## config.mk

```make
export PLATFORM = sky130hd
export DESIGN_NAME = ssfe_engine
export DESIGN_NICKNAME = d
export VERILOG_FILES = /design/src/verilog/ssfe_pkg.sv /design/src/verilog/ssfe_engine.sv /design/src/verilog/ssfe_fifo.sv /design/src/verilog/ssfe_sync.sv
export SDC_FILE = /design/constraint.sdc
export NUM_CORES = 1
export LEC_CHECK = 0
export BUFFER_PORTS_ARGS = -buffer_cell sky130_fd_sc_hd__buf_2
export CAP_MARGIN = 25
export CORE_ASPECT_RATIO = 1.4
export CORE_MARGIN = 2
export CORE_UTILIZATION = 45
export DETAILED_ROUTE_END_ITERATION = 16
export SETUP_SLACK_MARGIN = 0.4
export SYNTH_ARGS = -nofsm -noshare
export SYNTH_HDL_FRONTEND = slang
export SYNTH_SLANG_ARGS = --single-unit
```

## constraint.sdc

```tcl
create_clock -name i_clk_sys -period 5.5 [get_ports i_clk_sys]
set_clock_uncertainty 0.1 [all_clocks]
set_input_delay 1.1 -clock i_clk_sys [delete_from_list [all_inputs] [get_ports i_clk_sys]]
set_output_delay 1.1 -clock i_clk_sys [all_outputs]
set_load 0.02 [all_outputs]
```

## src/verilog/ssfe_pkg.sv

```systemverilog
// Constants and types for the synchronous serial frame engine
package ssfe_pkg;

    // ------------------------------------------------------------
    // Frame formats
    // ------------------------------------------------------------
    typedef enum logic [1:0] {
        SSFE_FMT_SPI_HI,
        SSFE_FMT_HALFDUPLEX,
        SSFE_FMT_HD_SLAVE,
        SSFE_FMT_RESERVED
    } ssfe_fmt_t;

    // ------------------------------------------------------------
    // Widths and counts
    // ------------------------------------------------------------
    localparam int SSFE_WORD_W = 16;
    localparam int SSFE_CTRL_BITS = 8;
    localparam int SSFE_MIN_BITS = 4;
    localparam int SSFE_FIFO_DEPTH = 8;
    localparam logic [7:0] SSFE_DIV_RESET = 8'h02;
    localparam logic [3:0] SSFE_LEN_RESET = 4'h7;

endpackage : ssfe_pkg

```

## src/verilog/ssfe_engine.sv

```systemverilog
// Frame engine: four-wire polarity-high modes and half-duplex format
`timescale 1ns/100ps
module ssfe_engine #(
    parameter int WORD_W = ssfe_pkg::SSFE_WORD_W,
    parameter int DEPTH = ssfe_pkg::SSFE_FIFO_DEPTH
) (
    input wire logic i_clk_sys, // 250 MHz system clock
    input wire logic i_rst, // Async reset, active high
    input wire logic i_ce, // Clock enable, freezes all
    input wire logic i_enable, // Port enable
    input wire logic [1:0] i_format, // ssfe_fmt_t value
    input wire logic i_clock_phase, // 0 first edge, 1 second
    input wire logic [3:0] i_word_len, // Bits minus one
    input wire logic [7:0] i_half_div, // Sys clocks per half bit, minus one
    input wire logic i_tx_valid, // Transmit word offered
    output logic o_tx_ready, // Transmit FIFO has room
    input wire logic [WORD_W-1:0] i_tx_data, // Transmit word
    output logic o_rx_valid, // Receive word available
    input wire logic i_rx_ready, // Receive word taken
    output logic [WORD_W-1:0] o_rx_data, // Received word
    output logic o_sclk, // Serial clock out
    output logic o_sel_n, // Slave select out, low active
    output logic o_mosi, // Serial data out
    output logic o_mosi_oe, // Serial data output enable
    input wire logic i_miso, // Serial data in (pin)
    input wire logic i_slv_sclk, // Clock from master (pin)
    input wire logic i_slv_sel_n, // Select from master (pin)
    output logic o_busy // Frame in progress
);
    typedef enum logic [2:0] {
        ST_IDLE, ST_LEAD, ST_BIT_A, ST_BIT_B, ST_TAIL, ST_GAP
    } ssfe_state_t;

    ssfe_state_t state_reg;
    logic [7:0] tick_cnt_reg;
    logic [4:0] bit_cnt_reg;
    logic [WORD_W-1:0] tx_sh_reg;
    logic [WORD_W-1:0] rx_sh_reg;
    logic in_reply_reg;
    logic lead_half_reg;
    logic rx_push_reg;
    logic [WORD_W-1:0] rx_word_reg;
    logic tick;
    logic fmt_hd;
    logic fmt_slave;
    logic txf_valid;
    logic txf_pop;
    logic [WORD_W-1:0] txf_data;
    logic rxf_ready;
    logic miso_s;
    logic slv_sclk_s;
    logic slv_sel_n_s;
    logic slv_sclk_d_reg;
    logic [4:0] slv_cnt_reg;
    logic slv_sel_d_reg;
    logic [WORD_W-1:0] slv_sh_reg;

    // ------------------------------------------------------------
    // Helpers
    // ------------------------------------------------------------
    // Msb of a word of programmable length
    function automatic logic msb_of(input logic [WORD_W-1:0] w,
                                    input logic [3:0] len);
        msb_of = w[len];
    endfunction : msb_of

    // ------------------------------------------------------------
    // Pin synchronisers and FIFOs
    // ------------------------------------------------------------
    // Idle levels: clock low, select high, so no false edge on release
    ssfe_sync #(.WIDTH(3), .INIT(3'h2)) u_sync (
        .i_clk_sys(i_clk_sys),
        .i_rst(i_rst),
        .i_ce(i_ce),
        .i_async({i_slv_sclk, i_slv_sel_n, i_miso}),
        .o_sync({slv_sclk_s, slv_sel_n_s, miso_s})
    );

    ssfe_fifo #(.WIDTH(WORD_W), .DEPTH(DEPTH)) u_txf (
        .i_clk_sys(i_clk_sys),
        .i_rst(i_rst),
        .i_ce(i_ce),
        .i_in_valid(i_tx_valid),
        .o_in_ready(o_tx_ready),
        .i_in_data(i_tx_data),
        .o_out_valid(txf_valid),
        .i_out_ready(txf_pop),
        .o_out_data(txf_data)
    );

    ssfe_fifo #(.WIDTH(WORD_W), .DEPTH(DEPTH)) u_rxf (
        .i_clk_sys(i_clk_sys),
        .i_rst(i_rst),
        .i_ce(i_ce),
        .i_in_valid(rx_push_reg),
        .o_in_ready(rxf_ready),
        .i_in_data(rx_word_reg),
        .o_out_valid(o_rx_valid),
        .i_out_ready(i_rx_ready),
        .o_out_data(o_rx_data)
    );

    assign fmt_hd = (i_format == 2'(ssfe_pkg::SSFE_FMT_HALFDUPLEX));
    assign fmt_slave = (i_format == 2'(ssfe_pkg::SSFE_FMT_HD_SLAVE));
    assign tick = (tick_cnt_reg == 8'h00);
    // Load the FIFO head as select falls; full receive FIFO stalls
    assign txf_pop = (state_reg == ST_IDLE || state_reg == ST_GAP)
                     && i_enable && !fmt_slave && txf_valid && rxf_ready
                     && (state_reg == ST_IDLE || tick);

    // ------------------------------------------------------------
    // Half-bit timebase
    // ------------------------------------------------------------
    // Divider restarts on frame start so the lead half is full length
    always_ff @(posedge i_clk_sys or posedge i_rst) begin
        if (i_rst) begin
            tick_cnt_reg <= ssfe_pkg::SSFE_DIV_RESET;
        end else if (i_ce) begin
            if (state_reg == ST_IDLE || tick) begin
                tick_cnt_reg <= i_half_div;
            end else begin
                tick_cnt_reg <= tick_cnt_reg - 8'h01;
            end
        end
    end

    // ------------------------------------------------------------
    // Master frame sequencer
    // ------------------------------------------------------------
    // LEAD: select low for half a period (a full one in phase zero);
    // BIT_A/BIT_B: two halves of each bit; TAIL: closing half after a
    // rising capture; GAP: between words (select high in phase zero).
    always_ff @(posedge i_clk_sys or posedge i_rst) begin
        if (i_rst) begin
            state_reg <= ST_IDLE;
            bit_cnt_reg <= '0;
            tx_sh_reg <= '0;
            rx_sh_reg <= '0;
            in_reply_reg <= 1'b0;
            lead_half_reg <= 1'b0;
        end else if (i_ce) begin
            unique case (state_reg)
                ST_IDLE: begin
                    if (txf_pop) begin
                        state_reg <= ST_LEAD;
                        tx_sh_reg <= txf_data;
                        in_reply_reg <= 1'b0;
                        lead_half_reg <= 1'b0;
                        bit_cnt_reg <= fmt_hd
                            ? 5'(ssfe_pkg::SSFE_CTRL_BITS - 1)
                            : {1'b0, i_word_len};
                    end
                end
                ST_LEAD: begin
                    // Data already valid; phase zero waits one more half
                    if (tick) begin
                        if (!fmt_hd && !i_clock_phase && !lead_half_reg) begin
                            lead_half_reg <= 1'b1;
                        end else begin
                            state_reg <= ST_BIT_A;
                        end
                    end
                end
                ST_BIT_A: begin
                    // Phase zero opens and half duplex closes the first half
                    // with a capture edge; phase one: first half is launch
                    if (tick) begin
                        state_reg <= ST_BIT_B;
                        if (fmt_hd || !i_clock_phase) begin
                            rx_sh_reg <= {rx_sh_reg[WORD_W-2:0],
                                          miso_s};
                        end
                        if (!fmt_hd && !i_clock_phase) begin
                            // Phase zero changes data on the rising edge
                            tx_sh_reg <= {tx_sh_reg[WORD_W-2:0], 1'b0};
                        end
                    end
                end
                ST_BIT_B: begin
                    if (tick) begin
                        if (!fmt_hd && i_clock_phase) begin
                            rx_sh_reg <= {rx_sh_reg[WORD_W-2:0],
                                          miso_s};
                        end
                        if (fmt_hd || i_clock_phase) begin
                            tx_sh_reg <= {tx_sh_reg[WORD_W-2:0], 1'b0};
                        end
                        if (bit_cnt_reg != '0) begin
                            bit_cnt_reg <= bit_cnt_reg - 5'h01;
                            state_reg <= ST_BIT_A;
                        end else if (fmt_hd && !in_reply_reg) begin
                            // One wait clock then the reply
                            in_reply_reg <= 1'b1;
                            bit_cnt_reg <= {1'b0, i_word_len} + 5'h01;
                            state_reg <= ST_BIT_A;
                        end else if (txf_valid && i_enable
                                     && rxf_ready) begin
                            // Phase zero pulses select high here
                            state_reg <= ST_GAP;
                        end else if (fmt_hd || i_clock_phase) begin
                            state_reg <= ST_TAIL;
                        end else begin
                            // Falling capture was a full bit ago already
                            state_reg <= ST_IDLE;
                        end
                    end
                end
                ST_TAIL: begin
                    if (tick) begin
                        state_reg <= ST_IDLE;
                    end
                end
                ST_GAP: begin
                    if (txf_pop) begin
                        tx_sh_reg <= txf_data;
                        in_reply_reg <= 1'b0;
                        lead_half_reg <= 1'b0;
                        bit_cnt_reg <= fmt_hd
                            ? 5'(ssfe_pkg::SSFE_CTRL_BITS - 1)
                            : {1'b0, i_word_len};
                        // Held-low modes go straight into next bit
                        state_reg <= (fmt_hd || i_clock_phase)
                                     ? ST_BIT_A : ST_LEAD;
                    end else if (tick) begin
                        state_reg <= ST_IDLE;
                    end
                end
                default: state_reg <= ST_IDLE;
            endcase
        end
    end

    // ------------------------------------------------------------
    // Receive word hand-off
    // ------------------------------------------------------------
    // Master pushes at the word end; slave mode pushes its shifter
    always_ff @(posedge i_clk_sys or posedge i_rst) begin
        if (i_rst) begin
            rx_push_reg <= 1'b0;
            rx_word_reg <= '0;
        end else if (i_ce) begin
            rx_push_reg <= 1'b0;
            if (state_reg == ST_BIT_B && tick && bit_cnt_reg == '0
                && (!fmt_hd || in_reply_reg)) begin
                rx_push_reg <= 1'b1;
                rx_word_reg <= (!fmt_hd && i_clock_phase)
                    ? {rx_sh_reg[WORD_W-2:0], miso_s} : rx_sh_reg;
            end else if (fmt_slave && slv_sel_d_reg && slv_sel_n_s
                         && slv_cnt_reg != '0) begin
                rx_push_reg <= 1'b1;
                rx_word_reg <= slv_sh_reg;
            end
        end
    end

    // ------------------------------------------------------------
    // Half-duplex slave receive
    // ------------------------------------------------------------
    // Samples on every rising clock edge while select is low, so the
    // first sample is the first rising edge after select falls.
    always_ff @(posedge i_clk_sys or posedge i_rst) begin
        if (i_rst) begin
            slv_sclk_d_reg <= 1'b0;
            slv_sel_d_reg <= 1'b1;
            slv_cnt_reg <= '0;
            slv_sh_reg <= '0;
        end else if (i_ce) begin
            slv_sclk_d_reg <= slv_sclk_s;
            slv_sel_d_reg <= !slv_sel_n_s;
            if (!fmt_slave || slv_sel_n_s) begin
                slv_cnt_reg <= '0;
            end else if (slv_sclk_s && !slv_sclk_d_reg) begin
                slv_cnt_reg <= slv_cnt_reg + 5'h01;
                slv_sh_reg <= {slv_sh_reg[WORD_W-2:0], miso_s};
            end
        end
    end

    // ------------------------------------------------------------
    // Pin drive
    // ------------------------------------------------------------
    // Polarity is fixed high in four-wire modes, low in half duplex
    always_ff @(posedge i_clk_sys or posedge i_rst) begin
        if (i_rst) begin
            o_sclk <= 1'b1;
            o_sel_n <= 1'b1;
            o_mosi <= 1'b0;
            o_mosi_oe <= 1'b0;
            o_busy <= 1'b0;
        end else if (i_ce) begin
            o_busy <= (state_reg != ST_IDLE);
            if (fmt_hd) begin
                // Rising edge in second half of each bit
                o_sclk <= (state_reg == ST_BIT_B);
                o_sel_n <= (state_reg == ST_IDLE);
                o_mosi_oe <= 1'b1;
                o_mosi <= (state_reg != ST_IDLE && !in_reply_reg)
                          ? tx_sh_reg[ssfe_pkg::SSFE_CTRL_BITS-1]
                          : 1'b0;
            end else begin
                // Idle high; phase zero falls in first half
                o_sclk <= !(state_reg == ST_BIT_A);
                o_sel_n <= (state_reg == ST_IDLE
                            || state_reg == ST_GAP && !i_clock_phase)
                            ;
                o_mosi_oe <= (state_reg != ST_IDLE && !fmt_slave);
                o_mosi <= msb_of(tx_sh_reg, i_word_len);
            end
        end
    end
endmodule : ssfe_engine

```

## src/verilog/ssfe_fifo.sv

```systemverilog
// Synchronous FIFO with valid and ready on both sides
`timescale 1ns/100ps
module ssfe_fifo #(
    parameter int WIDTH = 16,
    parameter int DEPTH = 8
) (
    input wire logic i_clk_sys, // System clock
    input wire logic i_rst, // Async reset, active high
    input wire logic i_ce, // Clock enable
    input wire logic i_in_valid, // Write request
    output logic o_in_ready, // Not full
    input wire logic [WIDTH-1:0] i_in_data, // Write data
    output logic o_out_valid, // Not empty
    input wire logic i_out_ready, // Read request
    output logic [WIDTH-1:0] o_out_data // Head entry
);
    localparam int AW = $clog2(DEPTH);

    logic [WIDTH-1:0] mem_reg [DEPTH];
    logic [AW-1:0] wr_ptr_reg;
    logic [AW-1:0] rd_ptr_reg;
    logic [AW:0] count_reg;
    logic push;
    logic pop;

    // ------------------------------------------------------------
    // Handshake
    // ------------------------------------------------------------
    assign o_in_ready = (count_reg != (AW+1)'(DEPTH));
    assign o_out_valid = (count_reg != '0);
    assign o_out_data = mem_reg[rd_ptr_reg];
    assign push = i_ce && i_in_valid && o_in_ready;
    assign pop = i_ce && i_out_ready && o_out_valid;

    // Storage; no reset so it maps to plain RAM
    always_ff @(posedge i_clk_sys) begin
        if (push) begin
            mem_reg[wr_ptr_reg] <= i_in_data;
        end
    end

    // Pointers wrap at depth
    always_ff @(posedge i_clk_sys or posedge i_rst) begin
        if (i_rst) begin
            wr_ptr_reg <= '0;
            rd_ptr_reg <= '0;
            count_reg <= '0;
        end else begin
            if (push) begin
                wr_ptr_reg <= (wr_ptr_reg == AW'(DEPTH-1)) ? '0
                              : wr_ptr_reg + 1'b1;
            end
            if (pop) begin
                rd_ptr_reg <= (rd_ptr_reg == AW'(DEPTH-1)) ? '0
                              : rd_ptr_reg + 1'b1;
            end
            if (push && !pop) begin
                count_reg <= count_reg + 1'b1;
            end else if (pop && !push) begin
                count_reg <= count_reg - 1'b1;
            end
        end
    end
endmodule : ssfe_fifo

```

## src/verilog/ssfe_sync.sv

```systemverilog
// Two-flop synchroniser for pin inputs
`timescale 1ns/100ps
module ssfe_sync #(
    parameter int WIDTH = 1,
    parameter logic [WIDTH-1:0] INIT = '0
) (
    input wire logic i_clk_sys, // System clock
    input wire logic i_rst, // Async reset, active high
    input wire logic i_ce, // Clock enable
    input wire logic [WIDTH-1:0] i_async, // Pin levels
    output logic [WIDTH-1:0] o_sync // Synchronised levels
);
    logic [WIDTH-1:0] meta_reg;

    // First stage is read only by the second
    always_ff @(posedge i_clk_sys or posedge i_rst) begin
        if (i_rst) begin
            meta_reg <= INIT;
            o_sync <= INIT;
        end else if (i_ce) begin
            meta_reg <= i_async;
            o_sync <= meta_reg;
        end
    end
endmodule : ssfe_sync
```

==> results.json, run 1 <==
{
  "grt_use_total": 0.1687,
  "synth_warnings": 0,
  "worst_slew_margin_rel": 0.3722,
  "number_of_enable_flip_flop_cells_after_synthesis": 256,
  "synthXorXnorAreaFrac": 0.007700,
  "share_of_synthesized_area_spent_on_multiplexers": 0.1663,
  "fmax_mhz": 252.2,
  "design.final.nets": 1147,
  "layout-drive-gt1-share": 0.2884,
  "clockRootBuffer": "sky130_fd_sc_hd__clkbuf_16",
  "critical_path_required_ns": 4.30,
  "half_perimeter_wire_length_after_detailed_placement_um": 18860,
  "gp_routability_congestion": 0.8401,
  "synth-async-reset-ratio": 0.3210,
  "finalMaxSlewViolations": 0,
  "post_synth_instance_area_um2": 15920,
  "finish.cell_count_without_fillers": 1571,
  "maxCapViolCount": 0,
  "cts_sinks": 377,
  "post_cts_resized": 0,
  "regToRegSetupSlack_ns": 1.96,
  "tritoncts.num_buffers": 37,
  "hold_violation_total_from_the_final_report": 0,
  "synth_area_leader_cell": "sky130_fd_sc_hd__edfxtp_1",
  "synth-seq-area-share": 0.6734,
  "grt_pass1_wl_um": 48120,
  "number_of_placed_cells_counting_well_taps": 1501,
  "cts_max_level": 2,
  "most-common-layout-cells": "256 x sky130_fd_sc_hd__edfxtp_1, 111 x sky130_fd_sc_hd__dfrtp_1, 82 x sky130_fd_sc_hd__nand2_1",
  "yosys.area_share.simple": 0.06844,
  "ctsLongestPathBuffers": 3,
  "dr.first_iter.drc_count": 427,
  "critical_path.reg2reg.startpoint": "tick_cnt_reg[0]$_DFFE_PP0P_",
  "path_max_fanout": 21,
  "finalSetupViolations": 0,
  "route.antenna.remaining_nets": 0,
  "holdCritStartpoint": "u_rxf.count_reg[3]$_DFFE_PP0P_",
  "number_of_antenna_violations_at_the_first_check_in_global_routing": 4,
  "hold-path-endpoint": "u_rxf.count_reg[3]$_DFFE_PP0P_",
  "mappedNetlistNets": 1070,
  "nature_of_the_critical_path_startpoint": "flip-flop",
  "placementRows": 81,
  "detailed_routing_iterations_pass_1": 4,
  "post_synth.cell_area_avg_um2": 15.78,
  "route.detailed.drc": 0,
  "wirelength_um": 29740,
  "vdd_ir_drop_max_mv": 0.3050,
  "power-per-cell-area_nw_per_um2": 443.2,
  "area_share_of_the_largest_cell_type_after_synthesis": 0.4828,
  "dominantRegCellSynth": "sky130_fd_sc_hd__edfxtp_1",
  "setup_tns_ns": 0,
  "die_outline_area_um2": 36930,
  "layout-area-overhead-vs-synth_pct": 13.54,
  "drt-wirelength-per-cell_um": 18.93,
  "post_syn_instances": 1009,
  "worst_pin_slew_ns": 0.9416,
  "worst_hold_path.num_cells": 1,
  "crit_arrival_ns": 2.77,
  "number_of_flip_flops_and_latches_in_the_synthesized_netlist": 377,
  "fp.coreArea_um2": 34860,
  "post-cts-setup-buffer-count": 0,
  "min-delay-path-class": "flip-flop to flip-flop",
  "globalRoute.totalOverflow": 0,
  "cts_tree": "built",
  "run_status": "complete, no violations",
  "grt_start_max_net_pins": 47,
  "post-route-period-util": 0.7211,
  "p_leak_nw": 6.713,
  "critical_path_class": "flip-flop to output port",
  "mostFrequentLayoutCell": "sky130_fd_sc_hd__edfxtp_1",
  "detailroute.via_count": 8565,
  "die_h_um": 226.6,
  "unrepaired_setup_endpoints_after_global_routing": "no",
  "adder_cell_share_of_the_synthesized_area": 0.01744,
  "timing.critical_path.to_type": "output port",
  "drt-vias-per-instance": 5.452,
  "die_w_um": 163.0,
  "clock_latency_ns": 0.52,
  "worst-r2r-cell-count": 14,
  "cp_cell_sequence": "buf_4 -> mux4_2 -> mux2_2 -> buf_2",
  "crit_path_top_delay_cell": "sky130_fd_sc_hd__dfrtp_2",
  "synth_area_leaders": "sky130_fd_sc_hd__edfxtp_1 48%, sky130_fd_sc_hd__dfrtp_1 18%, sky130_fd_sc_hd__mux4_2 9.6%",
  "synth-compound-area-share": 0.04919,
  "largest_stage_delay_on_the_critical_path_ns": 0.81,
  "initial_utilization": 0.4568,
  "cts_hold_buffers": 0,
  "clkTransAtPathRegs_ns": 0.06,
  "port_buffers": 62,
  "synth_top_family_by_area": "multiplexers",
  "crit-reg2reg-capture": "u_txf.count_reg[3]$_DFFE_PP0P_",
  "ioPinCount": 63,
  "final_min_period_ns": 3.966,
  "first_global_vias": 8879,
  "synth.distinct_cells": 58
}
-- power breakdown --
group	leakage (nW)	internal [mW]	switching, mW
clock network	0.560	1.36	1.02
registers	4.03	3.32	0.462
logic	2.12	0.978	0.869
total	6.71	5.66	2.36
-- area by class of cell --
class	count	area [um^2]
fillers	2908	16780
flip-flops and latches	377	10730
multi-input cells	560	4991
clock buffers	48	1020
repair buffers	93	570.5
well taps	456	570.5
clock inverters	18	128.9
inverters	17	66.31
diodes	2	5.005
-- synth_stat cells, types with 11 or more instances --
master,number
sky130_fd_sc_hd__a21oi_1,19
sky130_fd_sc_hd__clkbuf_1,42
sky130_fd_sc_hd__dfrtp_1,115
sky130_fd_sc_hd__edfxtp_1,256
sky130_fd_sc_hd__ha_1,19
sky130_fd_sc_hd__inv_1,17
sky130_fd_sc_hd__mux2_2,74
sky130_fd_sc_hd__mux2i_1,17
sky130_fd_sc_hd__mux4_2,68
sky130_fd_sc_hd__nand2_1,82
sky130_fd_sc_hd__nand2b_1,11
sky130_fd_sc_hd__nand3_1,43
sky130_fd_sc_hd__nor2_1,40
sky130_fd_sc_hd__nor3_1,23
sky130_fd_sc_hd__o21ai_0,71
sky130_fd_sc_hd__xnor2_1,11
-- through the flow --
stage	setup WS [ns]	utilization	total power [mW]	hold WS [ns]	instance area [um^2]
finish	1.534	0.5186	8.013	0.3769	18080
detailed placement	1.708	0.4843	5.703	0.3735	16880
floorplan	1.096	-	5.170	0.3466	15920
global route	1.335	0.5186	8.481	0.4034	18080
CTS	1.420	0.5172	8.115	0.3788	18030
global placement	1.755	0.4843	5.670	0.3637	16880
-- how the worst max path moves through the flow --
stage / start / cells after the start / endpoint / slack, ns
3_3_place_gp: state_reg[0]$_DFFE_PP0P_ / 12 / u_txf.count_reg[3]$_DFFE_PP0P_ / 1.76
6_report: u_rxf.rd_ptr_reg[0]$_DFFE_PP0P_ / 4 / o_rx_data[9] / 1.53
5_1_grt: u_rxf.rd_ptr_reg[0]$_DFFE_PP0P_ / 4 / o_rx_data[13] / 1.34
3_5_place_dp: state_reg[0]$_DFFE_PP0P_ / 12 / u_txf.count_reg[3]$_DFFE_PP0P_ / 1.71
2_1_floorplan: i_rst / 1 / bit_cnt_reg[0]$_DFFE_PP0P_ / 1.10
4_1_cts: u_rxf.rd_ptr_reg[0]$_DFFE_PP0P_ / 4 / o_rx_data[9] / 1.42
-- worst max-delay path, delay by kind of cell (launching register included) --
family	cells	cell delay, ns
buf+inv	2	0.59
flops	1	0.81
mux	2	0.82
-- per-layer routing --
layer | track usage | vias up | part of all wire | wire (um)
met4 | 0.04967 | 4 | 0.026 | 780
met1 | 0.1848 | 4369 | 0.38 | 11330
li1 | - | 4023 | - | -
met2 | 0.3298 | 115 | 0.56 | 16740
met5 | 0 | - | 0.00061 | 18
met3 | 0.02817 | 54 | 0.030 | 879
-- cell families after synthesis --
family / count (synthesis)
buffers and inverters: 72
DFF: 377
xor gates and xnor gates: 14
AOI/OAI and AO/OA: 129
and+or+nand+nor: 227
muxes: 169
adders and majority gates: 21
Power figures use the tool's default switching activity.
==> inputs of run 2 (changes only) <==
==> constraint.sdc (replaced) <==
create_clock -name i_clk_sys -period 3.4 [get_ports i_clk_sys]
set_clock_uncertainty 0.1 [all_clocks]
set_input_delay 0.68 -clock i_clk_sys [delete_from_list [all_inputs] [get_ports i_clk_sys]]
set_output_delay 0.68 -clock i_clk_sys [all_outputs]
set_load 0.02 [all_outputs]
==> results.json, run 2 (same netlist as run 1, synthesis figures left out) <==
{
  "run_status": "complete, no violations",
  "fp.coreArea_um2": 34860,
  "worst_slew_margin_rel": 0.5616,
  "crit_arrival_ns": 2.17,
  "post_route_cell_area_um2": 18470,
  "layout-area-overhead-vs-synth_pct": 15.97,
  "setup_tns_ns": 0,
  "path_max_fanout": 7,
  "drt-vias-per-instance": 5.370,
  "post-route-util": 0.5297,
  "vdd_ir_drop_max_mv": 0.4818,
  "cts_tree": "built",
  "layout-drive-gt1-share": 0.3105,
  "clock_latency_ns": 0.53,
  "grt_use_total": 0.1727,
  "finalSetupViolations": 0,
  "worst_pin_slew_ns": 0.6520,
  "most-common-layout-cells": "256 x sky130_fd_sc_hd__edfxtp_1, 112 x sky130_fd_sc_hd__dfrtp_1, 82 x sky130_fd_sc_hd__nand2_1",
  "timing.critical_path.to_type": "output port",
  "cts_hold_buffers": 0,
  "cts_sinks": 377,
  "insertedDiodeCount": 0,
  "unrepaired_setup_endpoints_after_global_routing": "yes",
  "dr.first_iter.drc_count": 411,
  "power-per-cell-area_nw_per_um2": 730.4,
  "min-delay-path-class": "input port to async pin",
  "first_global_vias": 9089,
  "detailed_routing_iterations_pass_1": 6,
  "initial_utilization": 0.4568,
  "clockRootBuffer": "sky130_fd_sc_hd__clkbuf_16",
  "die_h_um": 226.6,
  "internal_pwr_total_mw": 9.535,
  "post-route-period-util": 0.8675,
  "globalRoute.totalOverflow": 0,
  "detailroute.via_count": 8570,
  "wirelength_um": 30740,
  "power_frac_seq": 0.430,
  "finalMaxSlewViolations": 0,
  "number_of_antenna_violations_at_the_first_check_in_global_routing": 3,
  "final_critical_path_setup_slack_ns": 0.4505,
  "fmax_mhz": 339.0,
  "comb_power_share": 0.268,
  "half_perimeter_wire_length_after_detailed_placement_um": 19190,
  "holdWs_ns": 0.1320,
  "route.detailed.drc": 0,
  "p_sw_frac": 0.2931,
  "port_buffers": 62,
  "total_switching_power_mw": 3.954,
  "p_leak_nw": 6.891,
  "maxCapViolCount": 0,
  "placed_area_um2": 17080,
  "ioPinCount": 63,
  "ctsLongestPathBuffers": 3,
  "die_outline_area_um2": 36930,
  "gp_routability_congestion": 0.8313,
  "grt_start_max_net_pins": 46,
  "die_w_um": 163.0,
  "critical_path.reg2reg.startpoint": "tick_cnt_reg[0]$_DFFE_PP0P_",
  "grt_pass1_wl_um": 49350,
  "drt-wirelength-per-cell_um": 19.26,
  "clock_power_share": 0.302,
  "tritoncts.num_buffers": 37,
  "cts_max_level": 2,
  "critical_path_class": "flip-flop to output port",
  "mostFrequentLayoutCell": "sky130_fd_sc_hd__edfxtp_1",
  "clkTransAtPathRegs_ns": 0.06,
  "pre_cts_slack_ns": 0.3162,
  "hold_violation_total_from_the_final_report": 0,
  "placementRows": 81,
  "route.antenna.remaining_nets": 0,
  "design.final.nets": 1173,
  "crit_path_start": "u_rxf.rd_ptr_reg[0]$_DFFE_PP0P_",
  "final_min_period_ns": 2.950,
  "nature_of_the_critical_path_startpoint": "flip-flop",
  "critical_path_required_ns": 2.62
}
[run 2: power by group through the flow]
stage / logic, mW / clock network (mW) / registers, mW
global placement: 3.42 / 0 / 5.87
floorplan: 2.62 / 0 / 5.76
detailed placement: 3.45 / 0 / 5.89
CTS: 3.47 / 4.19 / 5.79
global route: 4.04 / 4.34 / 5.87
finish: 3.62 / 4.07 / 5.80
[run 2: through the flow]
stage / std cells / power [mW]
6_report: 1596 / 13.49
3_5_place_dp: 1517 / 9.337
3_3_place_gp: 1517 / 9.283
2_1_floorplan: 1009 / 8.374
4_1_cts: 1585 / 13.46
5_1_grt: 1596 / 14.26
[run 2: critical path: stages, from the launching register on]
cell and delay [ns]:
sky130_fd_sc_hd__dfrtp_2 0.41, sky130_fd_sc_hd__buf_12 0.13, sky130_fd_sc_hd__buf_6 0.17, sky130_fd_sc_hd__mux4_2 0.50, sky130_fd_sc_hd__mux2_2 0.28, sky130_fd_sc_hd__buf_2 0.16
[run 2: per-layer routing]
metal  track usage  wire length, um  part of all wire
met1        0.2002            12070              0.39
met2        0.3250            17070              0.56
met3       0.02835              908             0.030
met4       0.05310              649             0.021
met5             0               39            0.0013
[run 2: layout make-up]
cell class                 count  area, um^2
timing repair buffer         119       824.5
fill                        2897       16400
inverter                      17       67.56
sequential                   377       10730
multi-input combinational    560        5067
tap                          456       570.5
clock inverter                17       173.9
clock buffer                  50        1037
[run 2: path summary, 6_finish.rpt]
kind / end / slack, ns / cells past startpoint
worst max-delay path: o_rx_data[5] / 0.45 / 5
worst min-delay path: u_rxf.rd_ptr_reg[1]$_DFFE_PP0P_ / 0.13 / 2
worst min register to register: u_rxf.count_reg[3]$_DFFE_PP0P_ / 0.40 / 1
worst max register to register: u_txf.count_reg[3]$_DFFE_PP0P_ / 0.47 / 14
min in group i_clk_sys: u_sync.meta_reg[2]$_DFFE_PP0P_ / 0.31 / 2
max in group asynchronous: slv_sh_reg[9]$_DFFE_PP0P_ / 2.35 / 3
[run 2: timing repair]
| action | in CTS | in global routing |
|---|---|---|
| buffers inserted | 1 | 9 |
| setup endpoints to repair | 7 | 18 |
| gates resized for setup | 1 | 13 |
| cloned | 0 | 2 |
| pin swaps | 0 | 4 |
==> inputs of run 3 (changes only) <==
--- a/config.mk
+++ b/config.mk
@@ -9,8 +9,9 @@
 export CAP_MARGIN = 25
 export CORE_ASPECT_RATIO = 1.4
 export CORE_MARGIN = 2
-export CORE_UTILIZATION = 45
+export CORE_UTILIZATION = 55
 export DETAILED_ROUTE_END_ITERATION = 16
+export PLACE_DENSITY_LB_ADDON = 0.08
 export SETUP_SLACK_MARGIN = 0.4
 export SYNTH_ARGS = -nofsm -noshare
 export SYNTH_HDL_FRONTEND = slang
==> results.json, run 3 (same netlist as run 1, synthesis figures left out) <==
{
  "regToRegSetupSlack_ns": 0.52,
  "number_of_antenna_violations_at_the_first_check_in_global_routing": 2,
  "layout-area-overhead-vs-synth_pct": 16.06,
  "grt_pass1_wl_um": 49120,
  "min-delay-path-class": "input port to async pin",
  "die_outline_area_um2": 30350,
  "gp_routability_congestion": 0.8088,
  "grt_use_total": 0.2090,
  "final_min_period_ns": 2.998,
  "clock_latency_ns": 0.54,
  "half_perimeter_wire_length_after_detailed_placement_um": 20030,
  "p_leak_nw": 6.936,
  "nature_of_the_critical_path_startpoint": "flip-flop",
  "globalRoute.totalOverflow": 0,
  "wl_met2_um": 17400,
  "vdd_ir_drop_max_mv": 0.5135,
  "setup_tns_ns": 0,
  "highest-signal-layer": "met5",
  "crit_arrival_ns": 2.22,
  "layout-drive-gt1-share": 0.3126,
  "most-common-layout-cells": "256 x sky130_fd_sc_hd__edfxtp_1, 113 x sky130_fd_sc_hd__dfrtp_1, 82 x sky130_fd_sc_hd__nand2_1",
  "met1Wirelength_um": 11560,
  "initial_utilization": 0.5606,
  "dr.first_iter.drc_count": 469,
  "path_max_fanout": 8,
  "ioPinCount": 63,
  "detailed_routing_iterations_pass_1": 5,
  "worst-r2r-cell-count": 12,
  "nFillCells": 2023,
  "finalSetupViolations": 0,
  "tritoncts.num_buffers": 36,
  "critical_path.reg2reg.startpoint": "tick_cnt_reg[5]$_DFFE_PP0P_",
  "holdWs_ns": 0.1709,
  "route.antenna.remaining_nets": 0,
  "placementRows": 73,
  "timing.critical_path.to_type": "output port",
  "port_buffers": 62,
  "critical_path_class": "flip-flop to output port",
  "run_status": "complete, no violations",
  "hold_violation_total_from_the_final_report": 0,
  "power-per-cell-area_nw_per_um2": 734.9,
  "mostFrequentLayoutCell": "sky130_fd_sc_hd__edfxtp_1",
  "post-route-period-util": 0.8819,
  "drt-wirelength-per-cell_um": 20.20,
  "finalMaxSlewViolations": 0,
  "clkTransAtPathRegs_ns": 0.06,
  "worst_slew_margin_rel": 0.4464,
  "die_w_um": 147.8,
  "maxCapViolCount": 0,
  "route.detailed.drc": 0,
  "crit-reg2reg-capture": "u_txf.count_reg[3]$_DFFE_PP0P_",
  "design.final.nets": 1173,
  "critical_path_required_ns": 2.62,
  "clockRootBuffer": "sky130_fd_sc_hd__clkbuf_16",
  "unrepaired_setup_endpoints_after_global_routing": "yes",
  "die_h_um": 205.3,
  "ctsLongestPathBuffers": 3,
  "cts_tree": "built",
  "report.power.total_mw": 13.58,
  "fmax_mhz": 333.5,
  "first_global_vias": 9126,
  "cts_max_level": 2,
  "met3_wirelength_um": 1018,
  "grt_start_max_net_pins": 42,
  "fp.coreArea_um2": 28410,
  "wirelength_um": 30600,
  "worst_pin_slew_ns": 0.8273,
  "cts_sinks": 377,
  "detailroute.via_count": 8673,
  "drt-vias-per-instance": 5.725
}
[run 3: changes by cell type in the layout (fill, tap and decap cells not counted), sizes merged]
| cell | change |
|---|---|
| buf | +1 |
| bufinv | +1 |
| clkbuf | -10 |
| clkinv | +2 |
| clkinvlp | +4 |
| diode | +1 |
| inv | +1 |
[run 3: what timing repair did]
action,4_1_cts,5_1_grt
resized for setup,2,57
hold buffers,0,0
pin swaps,0,4
setup endpoints to repair,17,17
buffers inserted,5,3
cloned,0,1
[run 3: cell type report]
cell class,count,area [um^2],share of cell area
flip-flops and latches,377,10730,0.5805
inverters,17,67.56,0.003656
clock buffers,40,915.9,0.04956
multi-input cells,560,5091,0.2755
diodes,1,2.502,0.0001354
well taps,375,469.2,0.02539
clock inverters,25,274.0,0.01483
repair buffers,120,933.4,0.05050
[run 3: through the flow]
step,instances,cell area (um^2),setup slack (ns),utilization
after CTS,1510,18230,0.3635,0.6419
after global routing,1514,18480,0.3261,0.6505
after floorplan,1009,15960,0.4312,-
after detailed placement,1440,17000,0.3557,0.5984
final,1515,18480,0.4016,0.6506
after global placement,1440,17000,0.3826,0.5984
[run 3: how the worst max path moves through the flow]
| stage | from | end | slack [ns] |
|---|---|---|---|
| after floorplan | tick_cnt_reg[0]$_DFFE_PP0P_ | u_txf.count_reg[3]$_DFFE_PP0P_ | 0.43 |
| after global placement | u_rxf.count_reg[0]$_DFFE_PP0P_ | u_txf.count_reg[3]$_DFFE_PP0P_ | 0.38 |
| after detailed placement | u_rxf.count_reg[0]$_DFFE_PP0P_ | u_txf.count_reg[3]$_DFFE_PP0P_ | 0.36 |
| after CTS | u_rxf.rd_ptr_reg[0]$_DFFE_PP0P_ | o_rx_data[6] | 0.36 |
| after global routing | state_reg[0]$_DFFE_PP0P_ | u_txf.count_reg[3]$_DFFE_PP0P_ | 0.33 |
| final | u_rxf.rd_ptr_reg[0]$_DFFE_PP0P_ | o_rx_data[6] | 0.40 |
[run 3: critical path: stages (launching register included)]
cell,delay [ns]
sky130_fd_sc_hd__dfrtp_4,0.56
sky130_fd_sc_hd__buf_12,0.18
sky130_fd_sc_hd__mux4_2,0.52
sky130_fd_sc_hd__mux2_4,0.29
sky130_fd_sc_hd__buf_6,0.13
[run 3: per-layer routing]
metal | vias to the layer above | GRT usage
met4 | 2 | 0.05769
met2 | 142 | 0.4055
met1 | 4409 | 0.2343
li1 | 4073 | -
met5 | - | 0
met3 | 47 | 0.03636
[run 3: where the power goes]
group / switching (mW) / internal [mW] / leakage (nW)
Clock: 1.71 / 2.28 / 0.563
Combinational: 1.81 / 1.92 / 2.34
Sequential: 0.485 / 5.37 / 4.04
